===== src/pac_map.svh =====
// Register map and field positions of the port A configuration block.
// Assumes inclusion by the design modules by bare name.
`ifndef PAC_MAP_SVH
`define PAC_MAP_SVH

// ==========================================================
// Register offsets
`define PAC_CONFIG_ADDR   32'hFFB00020
`define PAC_ADDR_LSB_MASK 32'h00000FFF

// ==========================================================
// Field positions
`define PAC_FSEL_HI       31
`define PAC_FSEL_LO       24
`define PAC_DIR_HI        23
`define PAC_DIR_LO        16
`define PAC_DATA_HI       7
`define PAC_DATA_LO       0

// ==========================================================
// Reset values
`define PAC_FSEL_RST      8'h00
`define PAC_DIR_RST       8'h00
`define PAC_DATA_RST      8'h00

// ==========================================================
// Pin numbers with special roles
`define PAC_PIN_MCLK      4
`define PAC_PIN_ADDR_MULTIPLEX_OUT      2
`define PAC_PIN_MSEL      0

`endif


===== src/pac_pkg.sv =====
// Types shared by the port A configuration block.
// Assumes pac_map.svh is present in the same folder.
package pac_pkg;

   // ==========================================================
   // Pin selection for the shared clock pin (pin 4)
   typedef enum logic [1:0] {
      pac_clk_spi_master,
      pac_clk_gen_out1,
      pac_clk_rx_clock
   } pac_clk_sel_e;

   // Special outputs presented to the port by the internal blocks
   typedef struct packed {
      logic serial_a_transmit;
      logic serial_a_terminal_ready_n;
      logic serial_a_request_send_n;
      logic serial_a_spi_master_clock;
      logic serial_a_gen_output_1;
      logic serial_a_rx_clock;
      logic dma_chan1_ack_out;
      logic dma_chan1_done_out_n;
      logic serial_a_spi_master_select_n;
      logic serial_a_gen_output_2;
   } pac_sfout_s;

   // Pin levels routed to internal inputs
   typedef struct packed {
      logic dma_chan1_request_in;
      logic serial_a_ring_n;
      logic serial_a_rx_clock_in;
      logic serial_a_spi_slave_clock;
      logic serial_a_receive;
      logic serial_a_set_ready_n;
      logic serial_a_clear_send;
      logic serial_a_spi_slave_select_n;
      logic serial_a_carrier_detect_n;
      logic dma_chan1_done_in_n;
      logic serial_a_tx_clock;
   } pac_sfin_s;

   // Memory module control of the address multiplex pin
   typedef struct packed {
      logic enable;
      logic level;
   } pac_addr_multiplex_out_s;

endpackage


===== src/pac_port_a.sv =====
// Port A configuration block: eight configurable pins behind an APB slave.
// Assumes APB master on pclk; pin inputs already synchronous to pclk.
//
// Local design decision: the APB slave port.
`timescale 1ns/10ps

`include "pac_map.svh"

module pac_port_a
   import pac_pkg::*;
(
   // APB clock and reset
   input  wire logic        pclk,
   input  wire logic        presetn,
   // APB slave
   input  wire logic        psel,
   input  wire logic        penable,
   input  wire logic        pwrite,
   input  wire logic [31:0] paddr,
   input  wire logic [31:0] pwdata,
   input  wire logic [3:0]  pstrb,
   output logic      [31:0] prdata,
   output logic             pready,
   output logic             pslverr,
   // Pins
   input  wire logic [7:0]  pin_in,
   output logic      [7:0]  pin_out,
   output logic      [7:0]  pin_oe,
   // Internal blocks
   input  wire pac_sfout_s  sf_out,
   input  wire pac_clk_sel_e clk_sel,
   input  wire logic        msel_gen2,
   input  wire pac_addr_multiplex_out_s   addr_multiplex_out,
   output pac_sfin_s        sf_in
);

   // ==========================================================
   // Configuration registers
   logic [7:0] fsel_reg;
   logic [7:0] dir_reg;
   logic [7:0] data_reg;
   logic [7:0] fsel_next;
   logic [7:0] dir_next;
   logic [7:0] data_next;

   // ==========================================================
   // Bus decode
   wire logic        hit;
   wire logic        setup;
   wire logic        wr_en;
   wire logic        rd_en;
   wire logic [7:0]  gp_out;
   wire logic [7:0]  rd_data_bits;
   wire logic [31:0] rd_word;

   assign hit   = (paddr & `PAC_ADDR_LSB_MASK) == (`PAC_CONFIG_ADDR & `PAC_ADDR_LSB_MASK);
   assign setup = psel & ~penable;
   assign wr_en = setup & pwrite & hit;
   assign rd_en = setup & ~pwrite & hit;

   // Pins currently general-purpose outputs
   assign gp_out = ~fsel_reg & dir_reg;

   // Data readback chooses stored value or pin level
   assign rd_data_bits = (gp_out & data_reg) | (~gp_out & pin_in);
   assign rd_word = {fsel_reg, dir_reg, 8'h00, rd_data_bits};

   // Next register values with byte strobes
   assign fsel_next = (wr_en & pstrb[3]) ? pwdata[`PAC_FSEL_HI:`PAC_FSEL_LO] : fsel_reg;
   assign dir_next  = (wr_en & pstrb[2]) ? pwdata[`PAC_DIR_HI:`PAC_DIR_LO] : dir_reg;
   // Only bits in general-purpose output take the written data
   assign data_next = (wr_en & pstrb[0])
                    ? ((pwdata[`PAC_DATA_HI:`PAC_DATA_LO] & gp_out) | (data_reg & ~gp_out))
                    : data_reg;

   // Configuration storage
   always_ff @(posedge pclk or negedge presetn)
   begin
      if (!presetn)
      begin
         fsel_reg <= `PAC_FSEL_RST;
         dir_reg  <= `PAC_DIR_RST;
         data_reg <= `PAC_DATA_RST;
      end
      else
      begin
         fsel_reg <= fsel_next;
         dir_reg  <= dir_next;
         data_reg <= data_next;
      end
   end

   // APB answer: ready one cycle after setup, error on unmapped address
   always_ff @(posedge pclk or negedge presetn)
   begin
      if (!presetn)
      begin
         pready  <= 1'b0;
         pslverr <= 1'b0;
         prdata  <= 32'h00000000;
      end
      else
      begin
         pready  <= setup;
         pslverr <= setup & ~hit;
         prdata  <= rd_en ? rd_word : 32'h00000000;
      end
   end

   // ==========================================================
   // Special output selection per pin
   logic [7:0] sf_val;
   logic [7:0] sf_ok;
   wire logic  clk_pin_val;
   wire logic  msel_pin_val;

   assign clk_pin_val = (clk_sel == pac_clk_spi_master) ? sf_out.serial_a_spi_master_clock :
                        (clk_sel == pac_clk_gen_out1)   ? sf_out.serial_a_gen_output_1 :
                                                          sf_out.serial_a_rx_clock;
   assign msel_pin_val = msel_gen2 ? sf_out.serial_a_gen_output_2
                                   : sf_out.serial_a_spi_master_select_n;

   // Table of special outputs, pin 7 first
   assign sf_val = {sf_out.serial_a_transmit,
                    sf_out.serial_a_terminal_ready_n,
                    sf_out.serial_a_request_send_n,
                    clk_pin_val,
                    sf_out.dma_chan1_ack_out,
                    1'b0,
                    sf_out.dma_chan1_done_out_n,
                    msel_pin_val};
   // Pin 2 special output exists only via the memory module override
   assign sf_ok  = 8'hFB;

   // Internal input routing, independent of configuration
   logic [7:0] pin_out_w;
   logic [7:0] pin_oe_w;

   always_ff @(posedge pclk or negedge presetn)
   begin
      if (!presetn)
         sf_in <= '0;
      else
         sf_in <= {pin_in[6], pin_in[4], pin_in[4], pin_in[4], pin_in[3], pin_in[2],
                   pin_in[1], pin_in[0], pin_in[0], pin_in[0], pin_in[0]};
   end

   // ==========================================================
   // Pin cells
   genvar gi;
   generate
      for (gi = 0; gi < 8; gi++)
      begin : g_pin
         pac_pin_cell u_cell (
            .pclk      (pclk),
            .presetn   (presetn),
            .fsel      (fsel_next[gi]),
            .dir       (dir_next[gi]),
            .data      (data_next[gi]),
            .sf_out    (sf_val[gi]),
            .sf_valid  (sf_ok[gi]),
            .ovr_en    ((gi == `PAC_PIN_ADDR_MULTIPLEX_OUT) ? addr_multiplex_out.enable : 1'b0),
            .ovr_level ((gi == `PAC_PIN_ADDR_MULTIPLEX_OUT) ? addr_multiplex_out.level : 1'b0),
            .pin_out   (pin_out_w[gi]),
            .pin_oe    (pin_oe_w[gi])
         );
      end
   endgenerate

   assign pin_out = pin_out_w;
   assign pin_oe  = pin_oe_w;

   // ==========================================================
   // Checks
   chk_gpout_drive: assert property (@(posedge pclk) disable iff (!presetn)
      (~fsel_reg[5] & dir_reg[5] & ~$past(wr_en)) |-> pin_out[5] == data_reg[5])
      else $error("gp output pin not driving stored data");
   chk_data_protect: assert property (@(posedge pclk) disable iff (!presetn)
      (wr_en & ~gp_out[1]) |=> data_reg[1] == $past(data_reg[1]))
      else $error("data bit changed while not gp output");
   chk_read_stored: assert property (@(posedge pclk) disable iff (!presetn)
      (rd_en & gp_out[6]) |=> prdata[6] == $past(data_reg[6]))
      else $error("gp output readback not stored value");
   chk_read_pin: assert property (@(posedge pclk) disable iff (!presetn)
      (rd_en & ~gp_out[3]) |=> prdata[3] == $past(pin_in[3]))
      else $error("readback not pin level");
   chk_oe_input: assert property (@(posedge pclk) disable iff (!presetn)
      (~dir_reg[7] & ~$past(wr_en)) |-> ~pin_oe[7])
      else $error("driver on for input pin");
   chk_addr_multiplex_out_over: assert property (@(posedge pclk) disable iff (!presetn)
      $past(addr_multiplex_out.enable) |-> pin_oe[2] && pin_out[2] == $past(addr_multiplex_out.level))
      else $error("address multiplex did not override pin");
   chk_clk_pin: assert property (@(posedge pclk) disable iff (!presetn)
      (fsel_next[4] & dir_next[4] & clk_sel == pac_clk_gen_out1)
      |=> pin_out[4] == $past(sf_out.serial_a_gen_output_1))
      else $error("pin 4 special output wrong");
   chk_sel_pin: assert property (@(posedge pclk) disable iff (!presetn)
      (fsel_next[0] & dir_next[0] & ~msel_gen2)
      |=> pin_out[0] == $past(sf_out.serial_a_spi_master_select_n))
      else $error("pin 0 special output wrong");
   chk_reserved_zero: assert property (@(posedge pclk) disable iff (!presetn)
      $past(rd_en) |-> prdata[15:8] == 8'h00 && pready)
      else $error("reserved bits nonzero");
   chk_route_in: assert property (@(posedge pclk) disable iff (!presetn)
      1'b1 |=> sf_in.serial_a_receive == $past(pin_in[3]))
      else $error("input routing broken");

   cov_write: cover property (@(posedge pclk) disable iff (!presetn) wr_en ##1 pready);
   cov_read_gp: cover property (@(posedge pclk) disable iff (!presetn) rd_en & gp_out[0]);
   cov_addr_multiplex_out: cover property (@(posedge pclk) disable iff (!presetn) addr_multiplex_out.enable);
   cov_unmapped: cover property (@(posedge pclk) disable iff (!presetn) pslverr);

endmodule


===== src/pac_pin_cell.sv =====
// One pin cell of port A: output selection and driver enable.
// Assumes configuration bits are the parent's next-state values, registered here with the drive.
`timescale 1ns/10ps

`include "pac_map.svh"

module pac_pin_cell
   import pac_pkg::*;
(
   // Clock and reset
   input  wire logic pclk,
   input  wire logic presetn,
   // Configuration of this pin
   input  wire logic fsel,
   input  wire logic dir,
   input  wire logic data,
   // Special output value and whether it exists
   input  wire logic sf_out,
   input  wire logic sf_valid,
   // Override by the memory module
   input  wire logic ovr_en,
   input  wire logic ovr_level,
   // Registered pin drive
   output logic      pin_out,
   output logic      pin_oe
);

   // ==========================================================
   // Next drive values
   wire logic out_next;
   wire logic oe_next;

   assign out_next = ovr_en ? ovr_level : (fsel ? sf_out : data);
   assign oe_next  = ovr_en | (dir & (~fsel | sf_valid));

   // Driver flip-flops
   always_ff @(posedge pclk or negedge presetn)
   begin
      if (!presetn)
      begin
         pin_out <= 1'b0;
         pin_oe  <= 1'b0;
      end
      else
      begin
         pin_out <= out_next;
         pin_oe  <= oe_next;
      end
   end

endmodule


===== config.mk =====
export PLATFORM = sky130hd
export DESIGN_NAME = pac_port_a
export DESIGN_NICKNAME = d
export VERILOG_FILES = /design/src/pac_pkg.sv /design/src/pac_port_a.sv /design/src/pac_pin_cell.sv
export VERILOG_INCLUDE_DIRS = /design/src
export SDC_FILE = /design/constraint.sdc
export NUM_CORES = 1
export LEC_CHECK = 0
export BUFFER_PORTS_ARGS = -buffer_cell sky130_fd_sc_hd__buf_2
export CORE_ASPECT_RATIO = 1.2
export CORE_MARGIN = 5
export CORE_UTILIZATION = 48
export DETAILED_ROUTE_END_ITERATION = 8
export GPL_TIMING_DRIVEN = 0
export PLACE_DENSITY = 0.85
export REMOVE_ABC_BUFFERS = 1
export SLEW_MARGIN = 20
export SYNTH_ARGS = -nofsm -noshare
export SYNTH_HDL_FRONTEND = slang
export SYNTH_HIERARCHICAL = 1
export SYNTH_SLANG_ARGS = --single-unit
export TNS_END_PERCENT = 1

===== constraint.sdc =====
create_clock -name pclk -period 2.2 [get_ports pclk]
set_clock_uncertainty 0.15 [all_clocks]
set_input_delay 0.22 -clock pclk [delete_from_list [all_inputs] [get_ports pclk]]
set_output_delay 0.22 -clock pclk [all_outputs]
set_load 0.05 [all_outputs]

==> Word-level counts from Yosys, hierarchy flattened <==
Cells that the tools add are included.
{ "classes": {"eq_ne": 2, "mux": 16, "bitwise": 24, "n_reduce_logical": 1} }
{ "op_table": {"columns": ["operator", "count"], "rows": [
  ["$and A8 B8 Y8", 5],
  ["$mux W32", 1],
  ["$mux W8", 3],
  ["$not A8 Y8", 2],
  ["$or A8 B8 Y8", 2],
  ["$eq A12 B6 Y1 const B", 1],
  ["$mux W1", 12],
  ["$and A1 B1 Y1", 10],
  ["$not A1 Y1", 4],
  ["$eq A2 B1 Y1 const B", 1],
  ["$logic_not A2 Y1", 1],
  ["$or A1 B1 Y1", 1]
]} }
{ "word_totals": {"reg_bits": 80, "word_cells": 71} }

==> Depth between registers and ports, before layout <==
Gate-level depths: netlist of the first run.
{ "logic_depth": {"depth_word": 9, "mapped_depth": 7, "depth_no_buf": 7} }

==> By module <==
The synthesis of the first run kept the hierarchy.
{ "by_module_without_submodules": {"columns": ["module", "instances", "cells_per_inst", "area_per_inst_um2", "seq_area_each_um2"], "rows": [
  ["pac_port_a", 1, 166, 2280.9, 1401.3],
  ["pac_pin_cell", 8, 7, 82.6, 50.0]
]} }

==> Least setup slack after synthesis of the first run <==
Ideal clock, no wire load.
{ "synth_path": {"path_kind": "input-to-reg", "start": "input paddr[4]", "end": "register g_pin[2].u_cell.pin_out", "setup_time_ns": 0.121, "arrival_time_ns": 1.631, "required_ns": 1.929, "setup_slack_ns": 0.299, "cell_stages": 6, "n_path_buf": 0, "path_cell_list": "nor4b_4 > nand4_1 > nor2_1 > mux2_2 > mux2i_1 > o21ai_1"} }
{ "synth_between": {"elab_chain_cells": 6, "word_cells_on_any_way": 8, "classes_between": "1 x eq/ne; 4 x mux; 3 x bitwise"} }
{ "synth_rtl": {"columns": ["element", "line_no", "source"], "rows": [
  ["start, declared", "pac_port_a.sv:19", "input wire logic [31:0] paddr,"],
  ["$eq A12 B6 Y1", "pac_port_a.sv:56", "assign hit = (paddr & `PAC_ADDR_LSB_MASK) == (`PAC_CONFIG_ADDR & `PAC_ADDR_LSB_MASK);"],
  ["$and A1 B1 Y1", "pac_port_a.sv:58", "assign wr_en = setup & pwrite & hit;"],
  ["$and A1 B1 Y1", "pac_port_a.sv:72", "assign data_next = (wr_en & pstrb[0])"],
  ["$mux W8", "pac_port_a.sv:72", null],
  ["via data_next[2]", "pac_port_a.sv:44", "logic [7:0] data_next;"],
  ["$mux W1 (2 in a row)", "pac_pin_cell.sv:33", "assign out_next = ovr_en ? ovr_level : (fsel ? sf_out : data);"],
  ["via g_pin[2].u_cell.out_next", "pac_pin_cell.sv:30", "wire logic out_next;"],
  ["end signal, assigned", "pac_pin_cell.sv:46", "pin_out <= out_next;"],
  ["end, declared", "pac_pin_cell.sv:24", "output logic pin_out,"]
]} }
The timed path passes the listed nets, and every way through them passes these cells.

==> Worst setup path in the final report of the first run <==
{ "layout_path": {"start": "input paddr[9]", "end": "register g_pin[0].u_cell.pin_out"} }
{ "layout_between": {"elab_chain_cells": 5, "word_cells_on_any_way": 7, "classes_between": "1 x eq/ne; 3 x mux; 3 x bitwise"} }
{ "layout_rtl": {"columns": ["element", "line_no", "source"], "rows": [
  ["$eq A12 B6 Y1", "pac_port_a.sv:56", null],
  ["$and A1 B1 Y1", "pac_port_a.sv:58", null],
  ["$and A1 B1 Y1", "pac_port_a.sv:69", "assign fsel_next = (wr_en & pstrb[3]) ? pwdata[`PAC_FSEL_HI:`PAC_FSEL_LO] : fsel_reg;"],
  ["$mux W8", "pac_port_a.sv:69", null],
  ["via fsel_next[0]", "pac_port_a.sv:42", "logic [7:0] fsel_next;"],
  ["$mux W1", "pac_pin_cell.sv:33", null],
  ["via g_pin[0].u_cell.out_next", "pac_pin_cell.sv:30", null],
  ["end signal, assigned", "pac_pin_cell.sv:46", null],
  ["end, declared", "pac_pin_cell.sv:24", null]
]} }
The timed path passes the listed nets, and every way through them passes these cells.

==> results.py, run 1 <==
metrics = {
    "critical_path": {
        "critPathKind": "in2reg",
        "timing.critical_path.required_ns": 2.27,
        "timing.critical_path.slowest_cell_delay_ns": 0.49,
        "critical_path.cell_chain": "buf_2, nor4_2, and2_1, nand3_2, mux2_2, mux2i_1, o21ai_1",
        "cp_max_fo": 8,
        "regToRegSetupSlack_ns": 0.61,
        "rr_startpoint": "fsel_reg[4]$_DFF_PN0_",
        "cp_top_family": "simple AND/OR/NAND/NOR gates",
        "rr_worst_depth": 5,
        "worstSetupEndpointType": "register",
        "cp.arrival_ns": 2.07,
        "start_kind": "input port",
        "timing.critical_path.buf_inv": 1,
        "cp_max_stage_cell": "nor4_2",
        "critical_path.reg2reg.endpoint": "g_pin[4].u_cell/pin_out$_DFF_PN0_",
    },
    "power": {
        "clock_power_share_pct": 35.1,
        "power.density_nw_per_um2": 625,
        "switching_part_of_the_total_pct": 27.2,
        "leakagePower_uw": 0.00230,
        "sequentialPowerShare_pct": 52.0,
        "total_power_uw": 2600,
        "vdd.ir_drop.worst_mv": 0.431,
        "share_comb_of_total_power_pct": 12.9,
        "p_sw_uw": 707,
        "internal_power_uw": 1890,
    },
    "sta": {
        "fin_tns_setup_ns": 0,
        "setup_viol_count_final": 0,
        "slew_headroom_pct": 49.3,
        "finalHoldViolCount": 0,
        "final.period_utilization_pct": 91.0,
        "rsz0062_at_grt": "no",
        "finalWorstPathRequiredPeriod_ns": 2.00,
        "maxSlewViolCount": 0,
        "achievable-frequency_ghz": 0.499,
        "worstMarginPinSlew_ns": 0.754,
    },
    "hold_path": {
        "holdPathStages": 3,
        "min_to": "g_pin[3].u_cell/pin_out$_DFF_PN0_",
        "timing.hold.worst.start": "sf_out[3]",
        "path_class_of_the_lowest_slack_min_delay_path": "in2reg",
    },
    "global_routing": {
        "grtUsageTotal_pct": 19.2,
        "grt.met1_usage_pct": 20.0,
        "grt_pass1_vias": 2373,
        "grt_most_used_layer": "met2",
        "globalRouteMet3Util_pct": 2.81,
        "globalRouteMet2Util_pct": 35.1,
        "grt_start_max_net_pins": 38,
        "overflow": 0,
        "global_route_wire_length_before_repair_mm": 11.0,
        "grt_antenna_before_repair": 0,
    },
    "route": {
        "drt-total-wl_mm": 7.16,
        "dr.pass1.iters": 3,
        "routed_wire_length_per_instance_um": 14.4,
        "vias_per_cell": 4.42,
        "drcViolationCount": 0,
        "drt_iter0_markers": 47,
        "drtAntennaViolNets": 0,
        "num_vias": 2190,
    },
    "clock_network": {
        "cts_tree": "done",
        "clkLatencyLatePin_ns": 0.33,
        "cts_made_buffers": 9,
        "cts_buffer_depth": 2,
        "cts_num_sinks": 72,
        "cts_root_buffer": "clkbuf_8",
        "cts_h_tree_depth": 3,
        "clk_transition_reported_paths_ns": 0.08,
    },
    "floorplan": {
        "design.die.area_um2": 7800,
        "boundaryPins": 157,
        "rows": 31,
        "dieHeight_um": 95.8,
        "placeableCoreArea_um2": 6010,
        "die_w_um": 81.5,
        "initial_utilization_pct": 48.9,
    },
    "logic_synthesis": {
        "post_synthesis_compound_gate_area_fraction_pct": 3.74,
        "area_fraction_in_and_or_nand_and_nor_cells_after_synthesis_pct": 15.4,
        "synth-xor-area-share_pct": 0,
        "synth_ff_type": "dfrtp_1",
        "async_flop_share_pct": 100,
        "syn_area_um2": 2940,
        "post_synth_edffs": 0,
        "synth-seq-area-share_pct": 61.3,
        "synth.distinct_cells": 26,
        "synth-seq-cells": 72,
        "synthMostInstantiatedCell": "dfrtp_1",
        "synth_fa_ha_area_share_pct": 0,
        "synth_warnings": 6,
        "yosys-mux-area-fraction_pct": 15.4,
        "syn-mean-instance-area_um2": 13.3,
        "synthDominantAreaCellType": "dfrtp_1",
        "area_share_of_the_largest_cell_type_after_synthesis_pct": 61.3,
        "post_synth_inst_count": 222,
        "combinational_family_with_the_most_area_after_synthesis": "simple AND/OR/NAND/NOR gates",
        "synth.top_cells.by_count": "72 x dfrtp_1, 25 x mux2_2, 17 x and2_1, 17 x mux2i_1, 17 x nand2b_1",
        "yosys-top-cells-area": "dfrtp_1 61%, mux2_2 9.6%, mux2i_1 5.8%, and2_1 3.6%, nand2b_1 3.6%",
    },
    "placement": {
        "dp.final_hpwl_mm": 5.15,
        "placed_cells_incl_taps": 452,
        "final_weighted_congestion_in_routability_driven_placement": 0.771,
        "io_buffers": 119,
    },
    "job": {
        "cap_violations": 0,
    },
    "cells_and_area": {
        "largest_reg_flops": 24,
        "nets": 505,
        "area_delta_synth_final_pct": 41.3,
        "largest-register": "prdata",
        "cell_count_final_fillers_out": 496,
        "post_route_cells_drive_above_1_share_pct": 41.3,
        "antenna-diode-count": 0,
        "fin_util_pct": 69.2,
    },
    "status": {
        "run_status": "finished clean",
    },
}
## worst max-delay path by stage
stage | start | end | slack [ns] | cells past startpoint
floorplan | paddr[4] | g_pin[2].u_cell/pin_out$_DFF_PN0_ | 0.30 | 6
global placement | paddr[9] | g_pin[4].u_cell/pin_out$_DFF_PN0_ | -0.31 | 7
detailed placement | paddr[9] | g_pin[4].u_cell/pin_out$_DFF_PN0_ | -0.42 | 7
CTS | paddr[9] | g_pin[4].u_cell/pin_out$_DFF_PN0_ | 0.19 | 7
global route | paddr[9] | g_pin[0].u_cell/pin_out$_DFF_PN0_ | 0.07 | 7
finish | paddr[9] | g_pin[0].u_cell/pin_out$_DFF_PN0_ | 0.20 | 7
## routing by layer
layer  part of all wire [%]  vias up
met1                     35     1016
met3                    5.2       23
met4                    4.2        0
met5                      0        -
met2                     55       77
li1                       -     1074
## stage by stage
step           area [um^2]  hold WS (ns)  worst slack, ns
4_1_cts               4160       0.00459            0.191
5_1_grt               4160        0.0154           0.0703
2_1_floorplan         2990        -0.226            0.299
6_report              4160        0.0184            0.198
3_3_place_gp          3690         0.193           -0.312
3_5_place_dp          3710        0.0556           -0.420
## cells in the final DEF (no fill, tap or decap), drive strengths merged
cell and instances:
nand3 2, dlygate4sd3 26, buf 122, or4 2
conb 45, dfrtp 72, nor4 3, clkbuf 10
nor2 16, inv 1, and3 2, o21ai 9
clkinv 4, and4b 1, and2 17, nand4 1
a21oi 1, nand2b 17, mux2 25, a21o 8
nand2 10, clkinvlp 2, nor4b 1, mux2i 17
## timing repair
item | in CTS | in global routing
hold buffers | 26 | 0
setup endpoints to repair | 3 | 0
endpoints found under the hold margin | 64 | 0
gates resized for setup | 0 | 0
setup buffers | 2 | 0
## cells by family after synthesis
kind of cell           after synthesis
flip-flops                          72
multiplexers                        42
buffers and inverters               16
AND/OR/NAND/NOR                     72
AO/OA/AOI/OAI                       18
other                                2
## final cells by class
class	count	area (um^2)
fill	442	1850
sequential	72	1800
multi-input combinational	177	1180
timing repair buffer	148	893
clock buffer	10	138
tap	82	103
clock inverter	6	35.0
inverter	1	3.75
## worst min-delay path, delay by kind of cell
family	cells	cell delay [ns]
AOI/OAI and AO/OA	1	0.11
buffers and inverters	1	0.08
muxes	1	0.05
## power by group through the flow
stage	sequential (uW)	combinational, uW	clock, uW
4_1_cts	1350	334	928
2_1_floorplan	1480	67.6	0
3_5_place_dp	1380	298	0
6_report	1350	334	912
3_3_place_gp	1380	288	0
5_1_grt	1350	360	998
Note: power is estimated with default switching activity, not from simulation.
==> run 2, diff against run 1 <==
--- a/config.mk
+++ b/config.mk
@@ -7,12 +7,14 @@
 export NUM_CORES = 1
 export LEC_CHECK = 0
 export BUFFER_PORTS_ARGS = -buffer_cell sky130_fd_sc_hd__buf_2
+export CELL_PAD_IN_SITES_DETAIL_PLACEMENT = 1
+export CELL_PAD_IN_SITES_GLOBAL_PLACEMENT = 1
 export CORE_ASPECT_RATIO = 1.2
 export CORE_MARGIN = 5
-export CORE_UTILIZATION = 48
+export CORE_UTILIZATION = 36
 export DETAILED_ROUTE_END_ITERATION = 8
 export GPL_TIMING_DRIVEN = 0
-export PLACE_DENSITY = 0.85
+export PLACE_DENSITY_LB_ADDON = 0.1
 export REMOVE_ABC_BUFFERS = 1
 export SLEW_MARGIN = 20
 export SYNTH_ARGS = -nofsm -noshare
==> run 2 against run 1 <==
Compared with the run above: die area increased by 29%; count of clock-buffer cells in the layout increased by 1; global-route usage shrank 3.5 points; critical endpoint is now g_pin[4].u_cell/pin_out$_DFF_PN0_.
==> results.py, run 2 (synthesized netlist as in run 1, its figures left out) <==
metrics = {
    "status": {
        "run_status": "finished clean",
    },
    "job": {
        "cap_violations": 0,
    },
    "global_routing": {
        "grt_pass1_vias": 2435,
        "grt_most_used_layer": "met2",
        "globalRouteMet2Util_pct": 27.1,
        "grt_antenna_before_repair": 0,
        "overflow": 0,
        "grt.met1_usage_pct": 17.7,
        "globalRouteMet3Util_pct": 5.66,
        "global_route_wire_length_before_repair_mm": 11.7,
        "grtUsageTotal_pct": 15.7,
        "grt_start_max_net_pins": 56,
    },
    "sta": {
        "finalHoldViolCount": 0,
        "achievable-frequency_ghz": 0.500,
        "final_critical_path_setup_slack_ns": 0.199,
        "slew_headroom_pct": 39.1,
        "hold_ws_ns": 0.0149,
        "rsz0062_at_grt": "no",
        "worstMarginPinSlew_ns": 0.907,
        "final.period_utilization_pct": 91.0,
        "maxSlewViolCount": 0,
        "setup_viol_count_final": 0,
        "finalWorstPathRequiredPeriod_ns": 2.00,
    },
    "floorplan": {
        "rows": 36,
        "placeableCoreArea_um2": 8060,
        "boundaryPins": 157,
        "initial_utilization_pct": 36.5,
        "dieHeight_um": 109,
        "design.die.area_um2": 10100,
        "die_w_um": 92.5,
    },
    "cells_and_area": {
        "post_route_cells_drive_above_1_share_pct": 40.5,
        "area_delta_synth_final_pct": 41.3,
        "final_common_cell": "buf_2",
        "largest-register": "prdata",
        "layout_common_cells": "118 x buf_2, 72 x dfrtp_1, 45 x conb_1",
        "nets": 504,
        "largest_reg_flops": 24,
        "antenna-diode-count": 0,
        "fin_util_pct": 51.5,
    },
    "clock_network": {
        "clkLatencyLatePin_ns": 0.33,
        "cts_made_buffers": 9,
        "cts_buffer_depth": 2,
        "cts_h_tree_depth": 3,
        "cts_num_sinks": 72,
        "cts_tree": "done",
        "clk_transition_reported_paths_ns": 0.07,
        "ctsResizeCount": 0,
        "cts_root_buffer": "clkbuf_8",
    },
    "power": {
        "leakagePower_uw": 0.00229,
        "vdd.ir_drop.worst_mv": 0.351,
        "power.density_nw_per_um2": 612,
    },
    "critical_path": {
        "start_kind": "input port",
        "critPathKind": "in2reg",
        "timing.critical_path.required_ns": 2.27,
        "cp.arrival_ns": 2.07,
        "cp_max_fo": 8,
        "worstSetupEndpointType": "register",
    },
    "route": {
        "drcViolationCount": 0,
        "vias_per_cell": 4.46,
        "drt-total-wl_mm": 7.54,
        "drtAntennaViolNets": 0,
        "num_vias": 2262,
        "routed_wire_length_per_instance_um": 14.9,
        "dr.pass1.iters": 4,
        "drt_iter0_markers": 43,
    },
    "placement": {
        "io_buffers": 119,
        "final_weighted_congestion_in_routability_driven_placement": 0.707,
        "dp.final_hpwl_mm": 5.53,
        "dpl_worst_slack_ns": -0.463,
    },
    "hold_path": {
        "path_class_of_the_lowest_slack_min_delay_path": "in2reg",
    },
}
==> run 2: final timing paths <==
check | from | depth (start not counted) | endpoint | slack (ns)
worst max-delay path | paddr[9] | 7 | g_pin[4].u_cell/pin_out$_DFF_PN0_ | 0.20
max in group asynchronous | presetn | 3 | data_reg[6]$_DFF_PN0_ | 1.20
worst min-delay path | pwdata[27] | 2 | fsel_reg[3]$_DFF_PN0_ | 0.01
worst max register to register | fsel_reg[4]$_DFF_PN0_ | 5 | g_pin[4].u_cell/pin_out$_DFF_PN0_ | 0.66
worst min register to register | fsel_reg[6]$_DFF_PN0_ | 1 | prdata[30]$_DFF_PN0_ | 0.34
min in group asynchronous | presetn | 2 | g_pin[7].u_cell/pin_oe$_DFF_PN0_ | 0.15
==> run 2: timing repair <==
item / in CTS / in global routing
buffers inserted: 1 / 0
hold buffers: 25 / 1
endpoints found under the hold margin: 99 / 1
setup endpoints to repair: 8 / 0
==> run 2: cell type report <==
type	count	area, um^2
clock buffer	11	131
inverter	1	3.75
tap	95	119
timing repair buffer	147	893
fill	901	3910
multi-input combinational	177	1180
sequential	72	1800
clock inverter	4	22.5
==> run 2: layer usage <==
metal | vias up | share of wire [%]
li1 | 1059 | -
met1 | 1098 | 38
met2 | 89 | 51
met3 | 16 | 8.7
met4 | 0 | 2.9
met5 | - | 0
==> run 2: power by group <==
part           total [uW]  leakage, uW  internal (uW)  switching, uW
clock network         855    0.0000789            398            457
registers            1350     0.000963           1350           6.49
logic                 336      0.00124            116            219
total                2540      0.00229           1860            683
==> run 2: through the flow <==
step,TNS [ns],cell area (um^2),std cells,total power (uW)
after CTS,0,4150,506,2580
final,0,4160,507,2540
after global placement,-4.57,3700,464,1670
after global routing,0,4160,507,2680
after floorplan,0,2990,250,1540
after detailed placement,-5.50,3730,465,1680
==> run 2: worst max-delay path, stage by stage <==
cell and delay (ns):
buf_2 0.10, nor4_2 0.46, and2_1 0.29, nand3_2 0.31, mux2_2 0.42, mux2i_1 0.18, o21ai_1 0.08
==> run 3, diff against run 2 <==
--- a/config.mk
+++ b/config.mk
@@ -11,7 +11,7 @@
 export CELL_PAD_IN_SITES_GLOBAL_PLACEMENT = 1
 export CORE_ASPECT_RATIO = 1.2
 export CORE_MARGIN = 5
-export CORE_UTILIZATION = 36
+export CORE_UTILIZATION = 34
 export DETAILED_ROUTE_END_ITERATION = 8
 export GPL_TIMING_DRIVEN = 0
 export PLACE_DENSITY_LB_ADDON = 0.1
==> constraint.sdc (replaced) <==
create_clock -name pclk -period 2.1 [get_ports pclk]
set_clock_uncertainty 0.15 [all_clocks]
set_input_delay 0.21 -clock pclk [delete_from_list [all_inputs] [get_ports pclk]]
set_output_delay 0.21 -clock pclk [all_outputs]
set_load 0.05 [all_outputs]
==> run 3 against run 2 <==
Compared with the run above: routed wire length up 2.4%; hold slack lost 0.0099 ns; utilization fell by 0.76 points; total power is 10% higher; combinational power is 9.2% higher; cell count rose by 6.9%; register-to-register slack got worse by 0.10 ns; count of clock-buffer cells in the layout grew 3; largest cell class unchanged; sequential share of layout area shrank 1.7 points.
==> results.py, run 3 (synthesized netlist as in run 1, its figures left out) <==
metrics = {
    "placement": {
        "dpl_worst_slack_ns": -0.537,
        "io_buffers": 119,
        "final_weighted_congestion_in_routability_driven_placement": 0.703,
        "dp.final_hpwl_mm": 5.78,
    },
    "floorplan": {
        "rows": 37,
        "die_w_um": 94.9,
        "initial_utilization_pct": 34.5,
        "dieHeight_um": 112,
        "boundaryPins": 157,
        "placeableCoreArea_um2": 8520,
        "design.die.area_um2": 10600,
    },
    "power": {
        "vdd.ir_drop.worst_mv": 0.262,
        "leakagePower_uw": 0.00234,
        "total_power_uw": 2800,
        "power.density_nw_per_um2": 648,
    },
    "global_routing": {
        "grt_antenna_before_repair": 3,
        "global_route_wire_length_before_repair_mm": 12.3,
        "grtUsageTotal_pct": 15.5,
        "grt_start_max_net_pins": 40,
        "overflow": 0,
        "grt_pass1_vias": 2577,
    },
    "route": {
        "met1Wirelength_mm": 2.83,
        "routed_wire_length_per_instance_um": 14.2,
        "routed-wl-met3_um": 550,
        "dr.pass1.iters": 4,
        "met2_wirelength_mm": 4.18,
        "drtAntennaViolNets": 0,
        "drt-total-wl_mm": 7.72,
        "drcViolationCount": 0,
        "vias_per_cell": 4.19,
        "drt_iter0_markers": 24,
        "top_layer_used": "met5",
        "num_vias": 2272,
    },
    "critical_path": {
        "timing.critical_path.required_ns": 2.18,
        "worstSetupEndpointType": "register",
        "timing.critical_path.buf_inv": 1,
        "start_kind": "input port",
        "cp_max_stage_cell": "nor4_1",
        "cp.arrival_ns": 2.05,
        "critPathKind": "in2reg",
        "cp_max_fo": 8,
        "cp_top_family": "simple AND/OR/NAND/NOR gates",
        "timing.critical_path.slowest_cell_delay_ns": 0.50,
        "critical_path.cell_chain": "buf_2, nor4_1, and2_1, nand3_2, mux2_2, mux2i_1, o21ai_1",
    },
    "clock_network": {
        "cts_num_sinks": 72,
        "cts_buffer_depth": 2,
        "clk_transition_reported_paths_ns": 0.07,
        "clkLatencyLatePin_ns": 0.34,
        "cts_made_buffers": 9,
        "cts_h_tree_depth": 3,
        "cts_root_buffer": "clkbuf_8",
        "cts_tree": "done",
    },
    "sta": {
        "maxSlewViolCount": 0,
        "hold_ws_ns": 0.00491,
        "final.period_utilization_pct": 93.9,
        "setup_viol_count_final": 0,
        "worstMarginPinSlew_ns": 0.830,
        "finalHoldViolCount": 0,
        "final_critical_path_setup_slack_ns": 0.129,
        "finalWorstPathRequiredPeriod_ns": 1.97,
        "achievable-frequency_ghz": 0.507,
        "rsz0062_at_grt": "no",
        "slew_headroom_pct": 44.2,
        "fin_tns_setup_ns": 0,
    },
    "cells_and_area": {
        "nets": 515,
        "layout.filler_cells": 986,
        "area_delta_synth_final_pct": 47.0,
        "layout_common_cells": "118 x buf_2, 72 x dfrtp_1, 45 x conb_1",
        "largest_reg_flops": 24,
        "final_common_cell": "buf_2",
        "fin_util_pct": 50.8,
        "largest-register": "prdata",
        "post_route_cells_drive_above_1_share_pct": 39.9,
        "area.sequential_um2": 1800,
        "multiInputGateArea_um2": 1190,
    },
    "status": {
        "run_status": "finished clean",
    },
    "hold_path": {
        "path_class_of_the_lowest_slack_min_delay_path": "in2reg",
    },
    "job": {
        "cap_violations": 0,
    },
}
==> run 3: area by class of cell <==
cell class	instances	area share, %
diodes	1	0.0579
clock buffers	14	3.99
clock inverters	2	0.289
inverters	1	0.0868
multi-input cells	177	27.6
flip-flops and latches	72	41.7
well taps	117	3.38
repair buffers	158	23.0
==> run 3: stage by stage <==
stage               instance area [um^2]  std cells
floorplan                           2990        250
global placement                    3730        486
detailed placement                  3750        487
CTS                                 4300        540
global route                        4330        542
finish                              4330        542
==> run 3: routing by layer <==
| metal | global-route usage [%] | up-vias |
|---|---|---|
| met5 | 0 | - |
| li1 | - | 1090 |
| met1 | 16.3 | 1087 |
| met2 | 27.9 | 76 |
| met3 | 5.54 | 15 |
| met4 | 5.77 | 4 |
==> run 3: worst reg2reg max path, cell delays in order (launching register included) <==
cell and delay [ns]:
dfrtp_1 0.39, nand2b_1 0.19, nor2_1 0.13, mux2_2 0.36, mux2i_1 0.13, o21ai_1 0.08
==> run 3: what timing repair did <==
item,CTS,global route
hold endpoints to repair,73,1
endpoints found under the setup margin,8,7
hold buffers,35,1
resized for setup,0,1
pin swaps,1,0
buffers inserted,2,0
==> run 3: report_power, final <==
| part | switching [uW] | internal, uW | leakage, uW |
|---|---|---|---|
| clock network | 494 | 525 | 0.0000927 |
| logic | 234 | 133 | 0.00129 |
| registers | 6.24 | 1410 | 0.000963 |
| total | 733 | 2070 | 0.00234 |
==> run 3: path summary, 6_finish.rpt <==
kind	end	startpoint	slack, ns	cells past startpoint
max	g_pin[4].u_cell/pin_out$_DFF_PN0_	paddr[1]	0.13	7
min	g_pin[6].u_cell/pin_out$_DFF_PN0_	sf_out[8]	0.005	3
max reg2reg	g_pin[3].u_cell/pin_out$_DFF_PN0_	fsel_reg[3]$_DFF_PN0_	0.56	5
min reg2reg	prdata[30]$_DFF_PN0_	fsel_reg[6]$_DFF_PN0_	0.34	1
max in group asynchronous	g_pin[0].u_cell/pin_out$_DFF_PN0_	presetn	1.04	3
min in group asynchronous	prdata[19]$_DFF_PN0_	presetn	0.20	2
